$ cat src/hdl/qsp_regs.svh
// constants for the serial port boundary
`ifndef QSP_REGS_SVH
`define QSP_REGS_SVH
`define QSP_BURST_FIXED  2'h0
`define QSP_BURST_INCR   2'h1
`define QSP_BURST_WRAP   2'h2
`define QSP_RESP_OKAY    2'h0
`define QSP_RESP_SLVERR  2'h2
`define QSP_SEL_LSB      2
`define QSP_SEL_W        5
`define QSP_LANE_W       8
`define QSP_STRB_FULL    4'hf
`define QSP_DRIVE_N_RST  1'b1
`define QSP_IRQ_RST      1'b0
`define QSP_SCK_RATIO    2
`define QSP_MAX_SS       32
`define QSP_FIFO_DEPTH   32
`define QSP_BITS_LAST    3'h7
`endif

$ cat src/hdl/qsp_pkg.sv
// types shared by both ends of the serial port boundary
package qsp_pkg;
   typedef enum {QSP_LEGACY, QSP_ENHANCED, QSP_XIP} qsp_mode_t;
   typedef enum {QB_IDLE, QB_BRESP, QB_RWAIT, QB_RDATA} qsp_bus_st_t;
   typedef enum {QE_IDLE, QE_SHIFT} qsp_eng_st_t;
   typedef enum {QH_IDLE, QH_WR, QH_B, QH_AR, QH_R} qsp_host_st_t;
endpackage : qsp_pkg

$ cat src/hdl/qsp_bus_if.sv
// bus link between the master end and the serial controller end
`timescale 1ns/10ps
interface qsp_bus_if (
   input wire logic mclk,
   input wire logic reset
);
   logic        awvalid, awready, awlock, wvalid, wready, bvalid, bready;
   logic [31:0] awaddr, wdata, araddr, rdata;
   logic [7:0]  awlen, arlen;
   logic [1:0]  awburst, arburst, bresp, rresp;
   logic [3:0]  awcache, arcache, wstrb;
   logic        arvalid, arready, arlock, rvalid, rready, rlast;

   modport host_end (
      input  mclk, reset, awready, wready, bvalid, bresp, arready, rvalid, rdata, rresp, rlast,
      output awvalid, awaddr, awlen, awburst, awlock, awcache, wvalid, wdata, wstrb, bready,
      output arvalid, araddr, arlen, arburst, arlock, arcache, rready
   );
   modport dev_end (
      input  mclk, reset, awvalid, awaddr, awlen, awburst, awlock, awcache, wvalid, wdata,
      input  wstrb, bready, arvalid, araddr, arlen, arburst, arlock, arcache, rready,
      output awready, wready, bvalid, bresp, arready, rvalid, rdata, rresp, rlast
   );
endinterface : qsp_bus_if

$ cat src/hdl/qsp_fifo.sv
// first-in first-out buffer with valid/ready on both sides
`timescale 1ns/10ps
module qsp_fifo #(
   parameter int WIDTH = 8,
   parameter int DEPTH = 32
) (
   // clock and reset
   input  wire logic             mclk,
   input  wire logic             reset,
   // fill side
   input  wire logic             in_valid,
   output logic                  in_ready,
   input  wire logic [WIDTH-1:0] in_data,
   // drain side
   output logic                  out_valid,
   input  wire logic             out_ready,
   output logic [WIDTH-1:0]      out_data
);
   localparam int AW = $clog2(DEPTH);
   logic [WIDTH-1:0] mem [DEPTH];
   logic [AW-1:0]    wr_q, rd_q;
   logic [AW:0]      cnt_q;
   logic             push, pop;

   assign in_ready  = (cnt_q != (AW+1)'(DEPTH));
   assign out_valid = (cnt_q != '0);
   assign out_data  = mem[rd_q];
   assign push      = in_valid && in_ready;
   assign pop       = out_valid && out_ready;

   always_ff @(posedge mclk) begin
      if (push) begin
         mem[wr_q] <= in_data;
      end
   end

   always_ff @(posedge mclk or posedge reset) begin
      if (reset) begin
         wr_q  <= '0;
         rd_q  <= '0;
         cnt_q <= '0;
      end else begin
         if (push) begin
            wr_q <= (wr_q == AW'(DEPTH-1)) ? '0 : wr_q + 1'b1;
         end
         if (pop) begin
            rd_q <= (rd_q == AW'(DEPTH-1)) ? '0 : rd_q + 1'b1;
         end
         cnt_q <= cnt_q + (AW+1)'(push) - (AW+1)'(pop);
      end
   end
endmodule : qsp_fifo

$ cat src/hdl/qsp_dev_end.sv
// serial controller end: bus slave, byte fifo and serial shifter
// How it works
// - master sends single-beat INCR only in enhanced
// - only low 8 bits of beat used
// - no FIXED bursts in execute-in-place
// - execute-in-place has no write channel
// - never read and write outstanding together
// - execute-in-place addresses are word aligned
// - no byte accesses in execute-in-place
// - write strobes always contiguous
// - no atomic, locked or cached transactions
// - no slave mode at clock ratio 2
// - first read valid waits for read ready
// - serial source clock is twice bit rate
// - one bus clock and reset serve every mode
// - interrupt low after reset, serial side raises
// - clock pin enable active low, resets high
// - selects one-hot active low, reset all ones
// - select enable active low, resets high
// - select input vector is ignored
// - clock input only for slave mode
// - serial clock is source clock halved
// - data line enables active low, reset high
// - one to thirty-two selects
`timescale 1ns/10ps
`include "qsp_regs.svh"
module qsp_dev_end #(
   parameter qsp_pkg::qsp_mode_t MODE       = qsp_pkg::QSP_ENHANCED,
   parameter int                 NUM_SS     = 1,
   parameter int                 SCK_RATIO  = `QSP_SCK_RATIO,
   parameter bit                 SLAVE_REQ  = 1'b0,
   parameter int                 FIFO_DEPTH = `QSP_FIFO_DEPTH
) (
   // bus side
   qsp_bus_if.dev_end          bus,
   // serial pins
   output logic                sck_out,
   output logic                sck_drive_n,
   input  wire logic           sck_in,
   output logic [NUM_SS-1:0]   ss_n,
   output logic                ss_drive_n,
   input  wire logic [NUM_SS-1:0] ss_in,
   output logic                mosi_out,
   output logic                data_line_drive_n,
   input  wire logic           miso_in,
   // status
   output logic                interrupt_request_out,
   output logic                slave_mode_active
);
   localparam int FW = `QSP_LANE_W + `QSP_SEL_W;
   localparam int NSS = (MODE == qsp_pkg::QSP_XIP) ? 1 : NUM_SS;

   // ------------------------------------------------------------
   // bus slave
   // ------------------------------------------------------------
   qsp_pkg::qsp_bus_st_t bst_q;
   logic                 awready_q, wready_q, bvalid_q, arready_q, rvalid_q, rlast_q;
   logic [1:0]           bresp_q, rresp_q;
   logic [31:0]          rdata_q;
   logic [7:0]           beats_q;
   logic                 wr_err, rd_err, push, wr_take, fifo_in_ready;
   logic [FW-1:0]        fifo_in, fifo_out;
   logic                 fifo_out_valid, fifo_out_ready;
   logic [`QSP_LANE_W-1:0] rx_q;
   logic                 rd_take;

   // refuse what this end does not handle with an error answer
   always_comb begin
      wr_err = (MODE == qsp_pkg::QSP_XIP);
      rd_err = 1'b0;
      if (MODE == qsp_pkg::QSP_ENHANCED) begin
         wr_err = (bus.awlen != 8'h00) || (bus.awburst != `QSP_BURST_INCR);
         rd_err = (bus.arlen != 8'h00) || (bus.arburst != `QSP_BURST_INCR);
      end else if (MODE == qsp_pkg::QSP_XIP) begin
         rd_err = (bus.arburst == `QSP_BURST_FIXED);
      end else begin
         wr_err = (bus.awlen != 8'h00);
         rd_err = (bus.arlen != 8'h00);
      end
   end

   // one direction at a time: write wins when both arrive together
   assign wr_take = (bst_q == qsp_pkg::QB_IDLE) && bus.awvalid && bus.wvalid &&
                    (wr_err || fifo_in_ready);
   assign push    = wr_take && !wr_err;
   assign rd_take = (bst_q == qsp_pkg::QB_IDLE) && bus.arvalid && !(bus.awvalid && bus.wvalid);
   // low byte lane only; the rest of the beat is dropped
   assign fifo_in = {bus.awaddr[`QSP_SEL_LSB +: `QSP_SEL_W],
                     bus.wdata[`QSP_LANE_W-1:0]};

   always_ff @(posedge bus.mclk or posedge bus.reset) begin
      if (bus.reset) begin
         bst_q     <= qsp_pkg::QB_IDLE;
         awready_q <= 1'b0;
         wready_q  <= 1'b0;
         bvalid_q  <= 1'b0;
         bresp_q   <= `QSP_RESP_OKAY;
         arready_q <= 1'b0;
         rvalid_q  <= 1'b0;
         rlast_q   <= 1'b0;
         rresp_q   <= `QSP_RESP_OKAY;
         rdata_q   <= 32'h0000_0000;
         beats_q   <= 8'h00;
      end else begin
         awready_q <= wr_take;
         wready_q  <= wr_take;
         arready_q <= rd_take;
         unique case (bst_q)
            qsp_pkg::QB_IDLE: begin
               if (wr_take) begin
                  bresp_q <= wr_err ? `QSP_RESP_SLVERR : `QSP_RESP_OKAY;
                  bst_q   <= qsp_pkg::QB_BRESP;
               end else if (rd_take) begin
                  rresp_q <= rd_err ? `QSP_RESP_SLVERR : `QSP_RESP_OKAY;
                  beats_q <= bus.arlen;
                  bst_q   <= qsp_pkg::QB_RWAIT;
               end
            end
            qsp_pkg::QB_BRESP: begin
               if (!awready_q) begin
                  bvalid_q <= 1'b1;
               end
               if (bvalid_q && bus.bready) begin
                  bvalid_q <= 1'b0;
                  bst_q    <= qsp_pkg::QB_IDLE;
               end
            end
            qsp_pkg::QB_RWAIT: begin
               if (bus.rready && !arready_q) begin
                  rvalid_q <= 1'b1;
                  rlast_q  <= (beats_q == 8'h00);
                  rdata_q  <= {{(32-`QSP_LANE_W){1'b0}}, rx_q};
                  bst_q    <= qsp_pkg::QB_RDATA;
               end
            end
            qsp_pkg::QB_RDATA: begin
               if (bus.rready) begin
                  if (rlast_q) begin
                     rvalid_q <= 1'b0;
                     rlast_q  <= 1'b0;
                     bst_q    <= qsp_pkg::QB_IDLE;
                  end else begin
                     beats_q <= beats_q - 8'h01;
                     rlast_q <= (beats_q == 8'h01);
                  end
               end
            end
         endcase
      end
   end

   assign bus.awready = awready_q;
   assign bus.wready  = wready_q;
   assign bus.bvalid  = bvalid_q;
   assign bus.bresp   = bresp_q;
   assign bus.arready = arready_q;
   assign bus.rvalid  = rvalid_q;
   assign bus.rlast   = rlast_q;
   assign bus.rresp   = rresp_q;
   assign bus.rdata   = rdata_q;

   // ------------------------------------------------------------
   // byte buffer
   // ------------------------------------------------------------
   qsp_fifo #(
      .WIDTH (FW),
      .DEPTH (FIFO_DEPTH)
   ) u_txq (
      .mclk      (bus.mclk),
      .reset     (bus.reset),
      .in_valid  (push),
      .in_ready  (fifo_in_ready),
      .in_data   (fifo_in),
      .out_valid (fifo_out_valid),
      .out_ready (fifo_out_ready),
      .out_data  (fifo_out)
   );

   // ------------------------------------------------------------
   // serial shifter, master only, clock is mclk halved
   // ------------------------------------------------------------
   qsp_pkg::qsp_eng_st_t   est_q;
   logic [`QSP_LANE_W-1:0] sh_q;
   logic [2:0]             bit_q;
   logic                   sck_q, sck_dn_q, ss_dn_q, dat_dn_q, mosi_q, irq_q, slv_q;
   logic [NUM_SS-1:0]      ss_n_q;
   logic [`QSP_SEL_W-1:0]  sel;
   logic                   byte_done;

   assign fifo_out_ready = (est_q == qsp_pkg::QE_IDLE);
   assign sel       = (NSS == 1) ? '0 : fifo_out[FW-1 -: `QSP_SEL_W];
   assign byte_done = (est_q == qsp_pkg::QE_SHIFT) && sck_q && (bit_q == `QSP_BITS_LAST);

   always_ff @(posedge bus.mclk or posedge bus.reset) begin
      if (bus.reset) begin
         est_q    <= qsp_pkg::QE_IDLE;
         sh_q     <= '0;
         rx_q     <= '0;
         bit_q    <= 3'h0;
         sck_q    <= 1'b0;
         mosi_q   <= 1'b0;
         ss_n_q   <= '1;
         sck_dn_q <= `QSP_DRIVE_N_RST;
         ss_dn_q  <= `QSP_DRIVE_N_RST;
         dat_dn_q <= `QSP_DRIVE_N_RST;
      end else begin
         unique case (est_q)
            qsp_pkg::QE_IDLE: begin
               if (fifo_out_valid) begin
                  sh_q     <= fifo_out[`QSP_LANE_W-1:0];
                  mosi_q   <= fifo_out[`QSP_LANE_W-1];
                  bit_q    <= 3'h0;
                  ss_n_q   <= ~(NUM_SS'(1) << sel);
                  sck_dn_q <= 1'b0;
                  ss_dn_q  <= 1'b0;
                  dat_dn_q <= 1'b0;
                  est_q    <= qsp_pkg::QE_SHIFT;
               end
            end
            qsp_pkg::QE_SHIFT: begin
               sck_q <= ~sck_q;
               if (!sck_q) begin
                  rx_q <= {rx_q[`QSP_LANE_W-2:0], miso_in};
               end else if (byte_done) begin
                  ss_n_q   <= '1;
                  sck_dn_q <= `QSP_DRIVE_N_RST;
                  ss_dn_q  <= `QSP_DRIVE_N_RST;
                  dat_dn_q <= `QSP_DRIVE_N_RST;
                  est_q    <= qsp_pkg::QE_IDLE;
               end else begin
                  bit_q  <= bit_q + 3'h1;
                  sh_q   <= {sh_q[`QSP_LANE_W-2:0], 1'b0};
                  mosi_q <= sh_q[`QSP_LANE_W-2];
               end
            end
         endcase
      end
   end

   // ------------------------------------------------------------
   // interrupt and mode status
   // ------------------------------------------------------------
   always_ff @(posedge bus.mclk or posedge bus.reset) begin
      if (bus.reset) begin
         irq_q <= `QSP_IRQ_RST;
      end else if (byte_done) begin
         irq_q <= 1'b1;
      end else if (rd_take) begin
         irq_q <= 1'b0;
      end
   end

   // slave mode would need sck_in; refused at ratio 2, so stays off
   always_ff @(posedge bus.mclk or posedge bus.reset) begin
      if (bus.reset) begin
         slv_q <= 1'b0;
      end else begin
         slv_q <= SLAVE_REQ && (SCK_RATIO > `QSP_SCK_RATIO) &&
                  (MODE != qsp_pkg::QSP_XIP) && (NUM_SS <= `QSP_MAX_SS);
      end
   end

   assign sck_out               = sck_q;
   assign sck_drive_n           = sck_dn_q;
   assign ss_n                  = ss_n_q;
   assign ss_drive_n            = ss_dn_q;
   assign mosi_out              = mosi_q;
   assign data_line_drive_n     = dat_dn_q;
   assign interrupt_request_out = irq_q;
   assign slave_mode_active     = slv_q;
   // ss_in and sck_in are deliberately left unread
   // single mclk/reset serves every mode here
endmodule : qsp_dev_end

$ cat src/flat_wrapper.sv
// flat-port wrapper written by rule: the top's interface ports become plain ports
module qsp_dev_end_flat 
#(
   parameter qsp_pkg::qsp_mode_t MODE       = qsp_pkg::QSP_ENHANCED,
   parameter int                 NUM_SS     = 1,
   parameter int                 SCK_RATIO  = `QSP_SCK_RATIO,
   parameter bit                 SLAVE_REQ  = 1'b0,
   parameter int                 FIFO_DEPTH = `QSP_FIFO_DEPTH
)
  (sck_out, sck_drive_n, sck_in, ss_n, ss_drive_n, ss_in, mosi_out, data_line_drive_n, miso_in, interrupt_request_out, slave_mode_active, mclk, reset, bus_awvalid, bus_awaddr, bus_awlen, bus_awburst, bus_awlock, bus_awcache, bus_wvalid, bus_wdata, bus_wstrb, bus_bready, bus_arvalid, bus_araddr, bus_arlen, bus_arburst, bus_arlock, bus_arcache, bus_rready, bus_awready, bus_wready, bus_bvalid, bus_bresp, bus_arready, bus_rvalid, bus_rdata, bus_rresp, bus_rlast);
  qsp_bus_if bus_i (.mclk(mclk), .reset(reset));
  output logic sck_out;
  output logic sck_drive_n;
  input  wire logic sck_in;
  output logic [NUM_SS-1:0] ss_n;
  output logic ss_drive_n;
  input  wire logic [NUM_SS-1:0] ss_in;
  output logic mosi_out;
  output logic data_line_drive_n;
  input  wire logic miso_in;
  output logic interrupt_request_out;
  output logic slave_mode_active;
  input wire logic mclk;
  input wire logic reset;
  input wire logic [$bits(bus_i.awvalid)-1:0] bus_awvalid;
  input wire logic [$bits(bus_i.awaddr)-1:0] bus_awaddr;
  input wire logic [$bits(bus_i.awlen)-1:0] bus_awlen;
  input wire logic [$bits(bus_i.awburst)-1:0] bus_awburst;
  input wire logic [$bits(bus_i.awlock)-1:0] bus_awlock;
  input wire logic [$bits(bus_i.awcache)-1:0] bus_awcache;
  input wire logic [$bits(bus_i.wvalid)-1:0] bus_wvalid;
  input wire logic [$bits(bus_i.wdata)-1:0] bus_wdata;
  input wire logic [$bits(bus_i.wstrb)-1:0] bus_wstrb;
  input wire logic [$bits(bus_i.bready)-1:0] bus_bready;
  input wire logic [$bits(bus_i.arvalid)-1:0] bus_arvalid;
  input wire logic [$bits(bus_i.araddr)-1:0] bus_araddr;
  input wire logic [$bits(bus_i.arlen)-1:0] bus_arlen;
  input wire logic [$bits(bus_i.arburst)-1:0] bus_arburst;
  input wire logic [$bits(bus_i.arlock)-1:0] bus_arlock;
  input wire logic [$bits(bus_i.arcache)-1:0] bus_arcache;
  input wire logic [$bits(bus_i.rready)-1:0] bus_rready;
  output wire logic [$bits(bus_i.awready)-1:0] bus_awready;
  output wire logic [$bits(bus_i.wready)-1:0] bus_wready;
  output wire logic [$bits(bus_i.bvalid)-1:0] bus_bvalid;
  output wire logic [$bits(bus_i.bresp)-1:0] bus_bresp;
  output wire logic [$bits(bus_i.arready)-1:0] bus_arready;
  output wire logic [$bits(bus_i.rvalid)-1:0] bus_rvalid;
  output wire logic [$bits(bus_i.rdata)-1:0] bus_rdata;
  output wire logic [$bits(bus_i.rresp)-1:0] bus_rresp;
  output wire logic [$bits(bus_i.rlast)-1:0] bus_rlast;
  assign bus_i.awvalid = bus_awvalid;
  assign bus_i.awaddr = bus_awaddr;
  assign bus_i.awlen = bus_awlen;
  assign bus_i.awburst = bus_awburst;
  assign bus_i.awlock = bus_awlock;
  assign bus_i.awcache = bus_awcache;
  assign bus_i.wvalid = bus_wvalid;
  assign bus_i.wdata = bus_wdata;
  assign bus_i.wstrb = bus_wstrb;
  assign bus_i.bready = bus_bready;
  assign bus_i.arvalid = bus_arvalid;
  assign bus_i.araddr = bus_araddr;
  assign bus_i.arlen = bus_arlen;
  assign bus_i.arburst = bus_arburst;
  assign bus_i.arlock = bus_arlock;
  assign bus_i.arcache = bus_arcache;
  assign bus_i.rready = bus_rready;
  assign bus_awready = bus_i.awready;
  assign bus_wready = bus_i.wready;
  assign bus_bvalid = bus_i.bvalid;
  assign bus_bresp = bus_i.bresp;
  assign bus_arready = bus_i.arready;
  assign bus_rvalid = bus_i.rvalid;
  assign bus_rdata = bus_i.rdata;
  assign bus_rresp = bus_i.rresp;
  assign bus_rlast = bus_i.rlast;
  qsp_dev_end #(.MODE(MODE), .NUM_SS(NUM_SS), .SCK_RATIO(SCK_RATIO), .SLAVE_REQ(SLAVE_REQ), .FIFO_DEPTH(FIFO_DEPTH)) u_core (.bus(bus_i), .sck_out(sck_out), .sck_drive_n(sck_drive_n), .sck_in(sck_in), .ss_n(ss_n), .ss_drive_n(ss_drive_n), .ss_in(ss_in), .mosi_out(mosi_out), .data_line_drive_n(data_line_drive_n), .miso_in(miso_in), .interrupt_request_out(interrupt_request_out), .slave_mode_active(slave_mode_active));
endmodule
$ cat config.mk
export PLATFORM = sky130hd
export DESIGN_NAME = qsp_dev_end_flat
export DESIGN_NICKNAME = d
export VERILOG_FILES = /design/src/hdl/qsp_pkg.sv /design/src/hdl/qsp_bus_if.sv /design/src/hdl/qsp_fifo.sv /design/src/hdl/qsp_dev_end.sv /design/src/flat_wrapper.sv
export VERILOG_INCLUDE_DIRS = /design/src /design/src/hdl
export SDC_FILE = /design/constraint.sdc
export NUM_CORES = 1
export LEC_CHECK = 0
export ABC_AREA = 1
export CAP_MARGIN = 20
export CORE_ASPECT_RATIO = 0.6
export CORE_MARGIN = 2
export CORE_UTILIZATION = 45
export CTS_CLUSTER_SIZE = 30
export DETAILED_ROUTE_END_ITERATION = 7
export DONT_BUFFER_PORTS = 1
export PLACE_DENSITY_LB_ADDON = 0.1
export SYNTH_ARGS = -nofsm -noshare
export SYNTH_HDL_FRONTEND = slang
export SYNTH_SLANG_ARGS = --single-unit
$ cat constraint.sdc
create_clock -name mclk -period 3.5 [get_ports mclk]
set_input_delay 0.35 -clock mclk [delete_from_list [all_inputs] [get_ports mclk]]
set_output_delay 0.35 -clock mclk [all_outputs]
set_load 0.01 [all_outputs]
After elaboration in Yosys (flattened, before gate mapping)
Memory sizes are Yosys's and may differ from the RTL's.
Cells that the tools add are included.
{ "word_totals": {"ramBits": 416, "register_bits": 127, "in_bits": 140, "memories": 1} }
{ "op_classes": {"n_eq_ne": 25, "bitwise": 2, "add_sub_neg": 6, "mux": 50, "reduce_logical": 41} }
{ "memory_table": {"columns": ["memory", "depth", "word_bits", "rd", "rd_ports_with_merged_regs", "write_ports", "line_no", "rtl"], "rows": [
  ["u_core.u_txq.mem", 32, 13, 1, 0, 1, "qsp_fifo.sv:20", "logic [WIDTH-1:0] mem [DEPTH];"]
]} }
{ "ops": {"columns": ["op", "n"], "rows": [
  ["$mux 32", 9],
  ["$logic_not 32->1", 4],
  ["$pmux 32 s4", 1],
  ["$eq 32x2->1 const B", 3],
  ["$eq 32x1->1 const B", 2],
  ["$pmux 32 s2", 1],
  ["$mux 8", 4],
  ["$mux 7", 3],
  ["$mux 1", 18],
  ["$ne 2x1->1 const B", 8],
  ["$pmux 8 s2", 1],
  ["$reduce_bool 8->1", 2],
  ["$pmux 7 s2", 1],
  ["$logic_and 1x1->1", 13],
  ["$ne 2x2->1 const B", 6],
  ["$reduce_and 3->1", 4],
  ["$add 5x1->5 const B", 2],
  ["$eq 5x5->1 const B", 2],
  ["$mux 5", 2],
  ["$reduce_and 5->1", 2],
  ["$mux 3", 3],
  ["$eq 8x1->1 const B", 1],
  ["$logic_not 8->1", 1],
  ["$pmux 1 s2", 4],
  ["other kinds (16)", 27]
]} }

Longest topological paths before layout
{ "logic_depth": {"word_depth": 8, "depth_mapped": 16, "depth_no_buf": 16} }

Cells and area by module
From an unflattened synthesis, not the netlist that was laid out.
{ "hier_totals": {"hier_cells": 2074, "area_unflattened_um2": 21250.4} }
{ "modules_own_cells": {"columns": ["module", "cells_per_inst", "instances", "area_each_um2", "seq_area_each_um2"], "rows": [
  ["qsp_fifo", 1748, 1, 18665.4, 12892.4],
  ["qsp_dev_end", 326, 1, 2585.0, 1202.4]
]} }

Worst setup path before layout
Ideal clock, no wire load.
{ "synth_timing": {"path_kind": "reg2reg", "start": "reg u_core.u_txq.cnt_q[2]", "end": "reg u_core.u_txq.cnt_q[4]", "period_less_slack_ns": 2.470, "setup_slack_ns": 1.030, "stages_incl_launch_ff": 16, "n_path_buf": 0, "t_arrival_ns": 2.390, "cell_sequence": "dfrtp_1 inv_1 ha_1 and3_1 nand3_1 nand2_1 inv_2 nand2_1 ha_1 inv_1 ha_1 fa_1 a21oi_1 nor2_1 nor2_1 xor2_1"} }
{ "synth_between": {"elab_chain_len": 7, "elab_cells_between_ends": 9, "classes_between": "add/sub (2); eq/ne (1); reduce/logical (6)"} }
{ "synth_lines": {"columns": ["element", "line_no", "rtl"], "rows": [
  ["start, declared", "qsp_fifo.sv:22", "logic [AW:0] cnt_q;"],
  ["start signal, assigned", "qsp_fifo.sv:49", "cnt_q <= cnt_q + (AW+1)'(push) - (AW+1)'(pop);"],
  ["$ne 6x6->1", "qsp_fifo.sv:25", "assign in_ready = (cnt_q != (AW+1)'(DEPTH));"],
  ["$logic_or 1x1->1", "qsp_dev_end.sv:84", "(wr_err || fifo_in_ready);"],
  ["$logic_and 1x1->1", "qsp_dev_end.sv:83", "assign wr_take = (bst_q == qsp_pkg::QB_IDLE) && bus.awvalid && bus.wvalid &&"],
  ["via u_core.wr_take", "qsp_dev_end.sv:61", "logic wr_err, rd_err, push, wr_take, fifo_in_ready;"],
  ["$logic_and 1x1->1", "qsp_dev_end.sv:85", "assign push = wr_take && !wr_err;"],
  ["$logic_and 1x1->1", "qsp_fifo.sv:28", "assign push = in_valid && in_ready;"],
  ["$add 6x1->6", "qsp_fifo.sv:49", null],
  ["$sub 6x1->6", "qsp_fifo.sv:49", null]
]} }
The timed path passes the listed nets, and every way through them passes these cells.
A chain may end at the register's enable or synchronous reset.

Worst setup path after layout
{ "layout_timing": {"start": "reg u_core.u_txq.cnt_q[2]", "end": "reg u_core.u_txq.cnt_q[4]"} }
{ "layout_between": {"elab_cells_between_ends": 9, "classes_between": "add/sub (2); eq/ne (1); reduce/logical (6)"} }
{ "layout_lines": {"columns": ["element", "line_no", "rtl"], "rows": [
  ["$reduce_bool 6->1", "qsp_fifo.sv:26", "assign out_valid = (cnt_q != '0);"],
  ["$logic_and 1x1->1", "qsp_fifo.sv:29", "assign pop = out_valid && out_ready;"],
  ["via u_core.u_txq.pop", "qsp_fifo.sv:23", "logic push, pop;"],
  ["$sub 6x1->6", "qsp_fifo.sv:49", null]
]} }
The timed path passes the listed nets, and every way through them passes these cells.

==> metrics.md <==
| Metric | Value |
|---|---|
| Number of synthesized flops with an enable pin | `256` |
| Number of placed I/O pins | `190` |
| Startpoint type of the worst setup path | `flip-flop` |
| Top flip-flop cell by instance count after synthesis | `edfxtp_1` |
| First-pass GRT wire length | `53.7 mm` |
| Power per cell area | `742 mW/mm^2` |
| CP Class | `reg2reg` |
| Share of the synthesized area in the top cell type | `53.4%` |
| Final RePlAce weighted congestion | `0.829` |
| NumNets Final | `1619` |
| Pre-Repair DR Iteration Count | `5` |
| Area of the die | `0.0335 mm^2` |
| Sequential cell area | `0.00930 mm^2` |
| Remaining design rule violation count | `0` |
| Kind of cell with the highest combined delay on the critical path | `adder cells` |
| CP most frequent cell | `ha_1` |
| Post_cts resized | `0` |
| VDD IR max | `0.377 mV` |
| Sequential share of the synthesized area | `64.6%` |
| CTS clk-pin slew, worst paths | `0.07 ns` |
| Initial Util | `45.9%` |
| Cts bufs inserted | `31` |
| Largest area contributor in the netlist | `edfxtp_1` |
| H-Tree Depth | `1` |
| Number of synthesized register bits | `320` |
| Number of fillers in the final layout | `2859` |
| Setup fix buffers added after clock tree synthesis | `0` |
| Proportion of power drawn by the clock network | `29.9%` |
| Worst min-delay path class | `in2reg` |
| Ratio of cells with drive above 1 in the final layout | `6.88%` |
| Buffers on Ports | `0` |
| Root buf cell | `clkbuf_16` |
| Critical Path AT | `3.33 ns` |
| Core Footprint | `0.0313 mm^2` |
| Share of flip-flops with an asynchronous set or reset after synthesis | `20.0%` |
| Distinct cell type count after synthesis | `35` |
| Buffering stage count on the worst path with inverters included | `3` |
| Antenna violations before repair | `0` |
| Cell with the biggest individual delay on the critical path | `fa_1` |
| Number of antenna-violating nets in the routed design | `0` |
| Peak fanout along the critical path | `10` |
| Final-report hold violation count | `0` |
| Number of sinks handled by clock tree synthesis | `320` |
| Net Sw Power | `4.30 mW` |
| Maximum root-to-sink buffer count | `3` |
| Leakage power summed over all cells | `6.72 nW` |
| Max-slew headroom at the worst pin | `42.9%` |
| Placed Cells | `1823` |
| Total of max-cap violations | `0` |
| TritonCTS clock tree | `yes` |
| Count of non-filler cells in the finished layout | `1898` |
| Total internal power | `7.62 mW` |
| RSZ-0062 raised after global routing | `false` |
| Count of endpoints failing setup in the final report | `0` |
| Number of vias per cell | `5.10` |
| Layout-stage area growth over the synthesis result | `11.6%` |
| Maximum frequency from static timing analysis | `0.352 GHz` |
| Number of diodes added for antenna fixing | `0` |
| Least-Margin Pin Slew | `0.856 ns` |
| Placed wire-length estimate after detailed placement | `22.0 mm` |
| Part of the power in combinational logic | `30.8%` |
| Area of the mapped netlist | `0.0144 mm^2` |
| Vertical die dimension | `143 um` |
| Post-layout minimum cycle time | `2.84 ns` |
| Final core utilization | `51.2%` |
| Commonest non-fill, non-tap cells in the layout | `nand2_1, edfxtp_1, inv_1` |
| Worst-Skew Late Latency | `0.57 ns` |
| Footprint of the multi-input gates | `0.00398 mm^2` |
| Capturing element type of the critical path | `flip-flop` |
| Vias in the first global route | `8691` |
| Outcome | `completed` |
| Synthesis Warnings | `0` |
| Max Slew Vio Count | `0` |
| CP Cell Sequence | `inv_1, ha_1, nand3_1, nand2_1, inv_2, ha_1, inv_1, ha_1, fa_1, a21oi_1, nor2_1, nor2_1, xor2_1` |
| Synthesized netlist cell count | `1443` |
| Horizontal die dimension | `235 um` |
| Global routing usage summed across all routing layers | `21.1%` |
| Ratio of final minimum period to clock period | `81.1%` |
| Setup TNS | `0 ns` |
| Global route total overflow | `0` |
| Drt wl/cell | `18.7 um` |
| Post-route clock skew | `0.0167 ns` |
| Data required time at the worst endpoint | `3.99 ns` |
| Biggest cell delay along the critical path | `0.43 ns` |
| Average cell area after synthesis | `9.97 um^2` |
| Post-detailed-routing wire length | `35.4 mm` |
| Largest net degree at the start of global routing | `139` |
| Main area contributors after synthesis | `edfxtp_1, nand2_1, dfrtp_1, nand3_1, inv_1` |
| Most common cell after layout, fill and taps aside | `nand2_1` |
| Part of the total power dissipated in sequential elements | `39.3%` |
| Switching fraction of total power | `36.1%` |
| Total number of vias | `9684` |
| Number of DRC violations after detailed-routing iteration 0 | `1130` |
| FP Rows | `50` |
[flip-flops by register name, indices dropped and copies added (netlist names), 2 cells and up]
register	flops
u_core.beats_q	8
u_core.bit_q	3
u_core.u_txq.cnt_q	6
u_core.sh_q	7
u_core.u_txq.wr_q	5
u_core.u_txq.rd_q	5
u_core.rx_q	8
u_core.bst_q	2
u_core.bus.rdata	8
u_core.u_txq.mem	256
[cell type report]
class / count / area share (%)
sequential: 320 / 57.9
clock inverter: 16 / 1.36
clock buffer: 41 / 5.31
multi-input combinational: 883 / 24.8
inverter: 177 / 4.15
timing repair buffer: 45 / 3.27
tap: 416 / 3.24
[path summary, 6_finish.rpt]
check / start / endpoint / slack, ns / depth (start not counted)
hold reg to reg: u_core.sh_q[5] / u_core.sh_q[5] / 0.48 / 2
min in group asynchronous: reset / u_core.bus.rvalid / 0.42 / 2
max in group asynchronous: reset / u_core.u_txq.cnt_q[5] / 2.17 / 3
hold / removal: bus_arlen[0] / u_core.beats_q[0] / 0.02 / 4
setup reg to reg: u_core.u_txq.cnt_q[2] / u_core.u_txq.cnt_q[4] / 0.66 / 13
setup / recovery: u_core.u_txq.cnt_q[2] / u_core.u_txq.cnt_q[4] / 0.66 / 13
[worst register-to-register path: stages (launching register included)]
cell	delay, ns
dfrtp_1	0.38
inv_1	0.09
ha_1	0.16
nand3_1	0.19
nand2_1	0.30
inv_2	0.20
ha_1	0.32
inv_1	0.04
ha_1	0.21
fa_1	0.43
a21oi_1	0.15
nor2_1	0.05
nor2_1	0.11
xor2_1	0.15
[Yosys cell counts, drive strengths merged (3+ instances only)]
master	n
nor3	10
a21oi	27
inv	174
ha	20
nor2	109
buf	76
nand2	435
nor4	4
dfrtp	63
o211ai	12
nand3	162
clkbuf	13
xor2	6
a31oi	3
o21ai	57
clkinv	3
edfxtp	256
[through the flow]
| stage | setup slack, ns | area (um^2) | hold WS (ns) | power, mW |
|---|---|---|---|---|
| after CTS | 0.636 | 16100 | 0.00635 | 12.0 |
| final | 0.661 | 16100 | 0.0195 | 11.9 |
| after detailed placement | 0.653 | 14700 | 0.451 | 8.34 |
| after floorplan | 1.03 | 14500 | 0.449 | 7.40 |
| after global placement | 0.657 | 14700 | 0.450 | 8.29 |
| after global routing | 0.453 | 16100 | 0.0316 | 12.6 |
[layer usage]
layer | vias up | GRT usage [%] | wire length, um
met5 | - | 0 | 0
met1 | 4659 | 36.4 | 18900
li1 | 4698 | - | -
met3 | 37 | 4.00 | 2520
met4 | 0 | 3.43 | 455
met2 | 290 | 26.9 | 13600
[timing repair]
item / CTS / global route
endpoints found under the hold margin: 299 / 0
setup endpoints to repair: 0 / 0
hold buffers: 18 / 0
[power groups by stage]
stage          combinational [mW]  clock (mW)  sequential [mW]
2_1_floorplan                2.71           0             4.69
5_1_grt                      4.13        3.77             4.72
3_5_place_dp                 3.58           0             4.76
3_3_place_gp                 3.53           0             4.76
6_report                     3.67        3.57             4.69
4_1_cts                      3.68        3.61             4.69
[logic make-up (layout without fill, tap and decap cells)]
family	Yosys count	after routing	synth area share, %
AO/OA/AOI/OAI	103	103	3.91
XOR/XNOR	6	6	0.365
adder cells (fa/ha/maj)	21	21	1.88
buffers and inverters	266	279	8.47
flip-flops	320	320	64.6
other	1	27	0.0261
AND/OR/NAND/NOR	726	726	20.8
(Power assumes the default switching activity.)
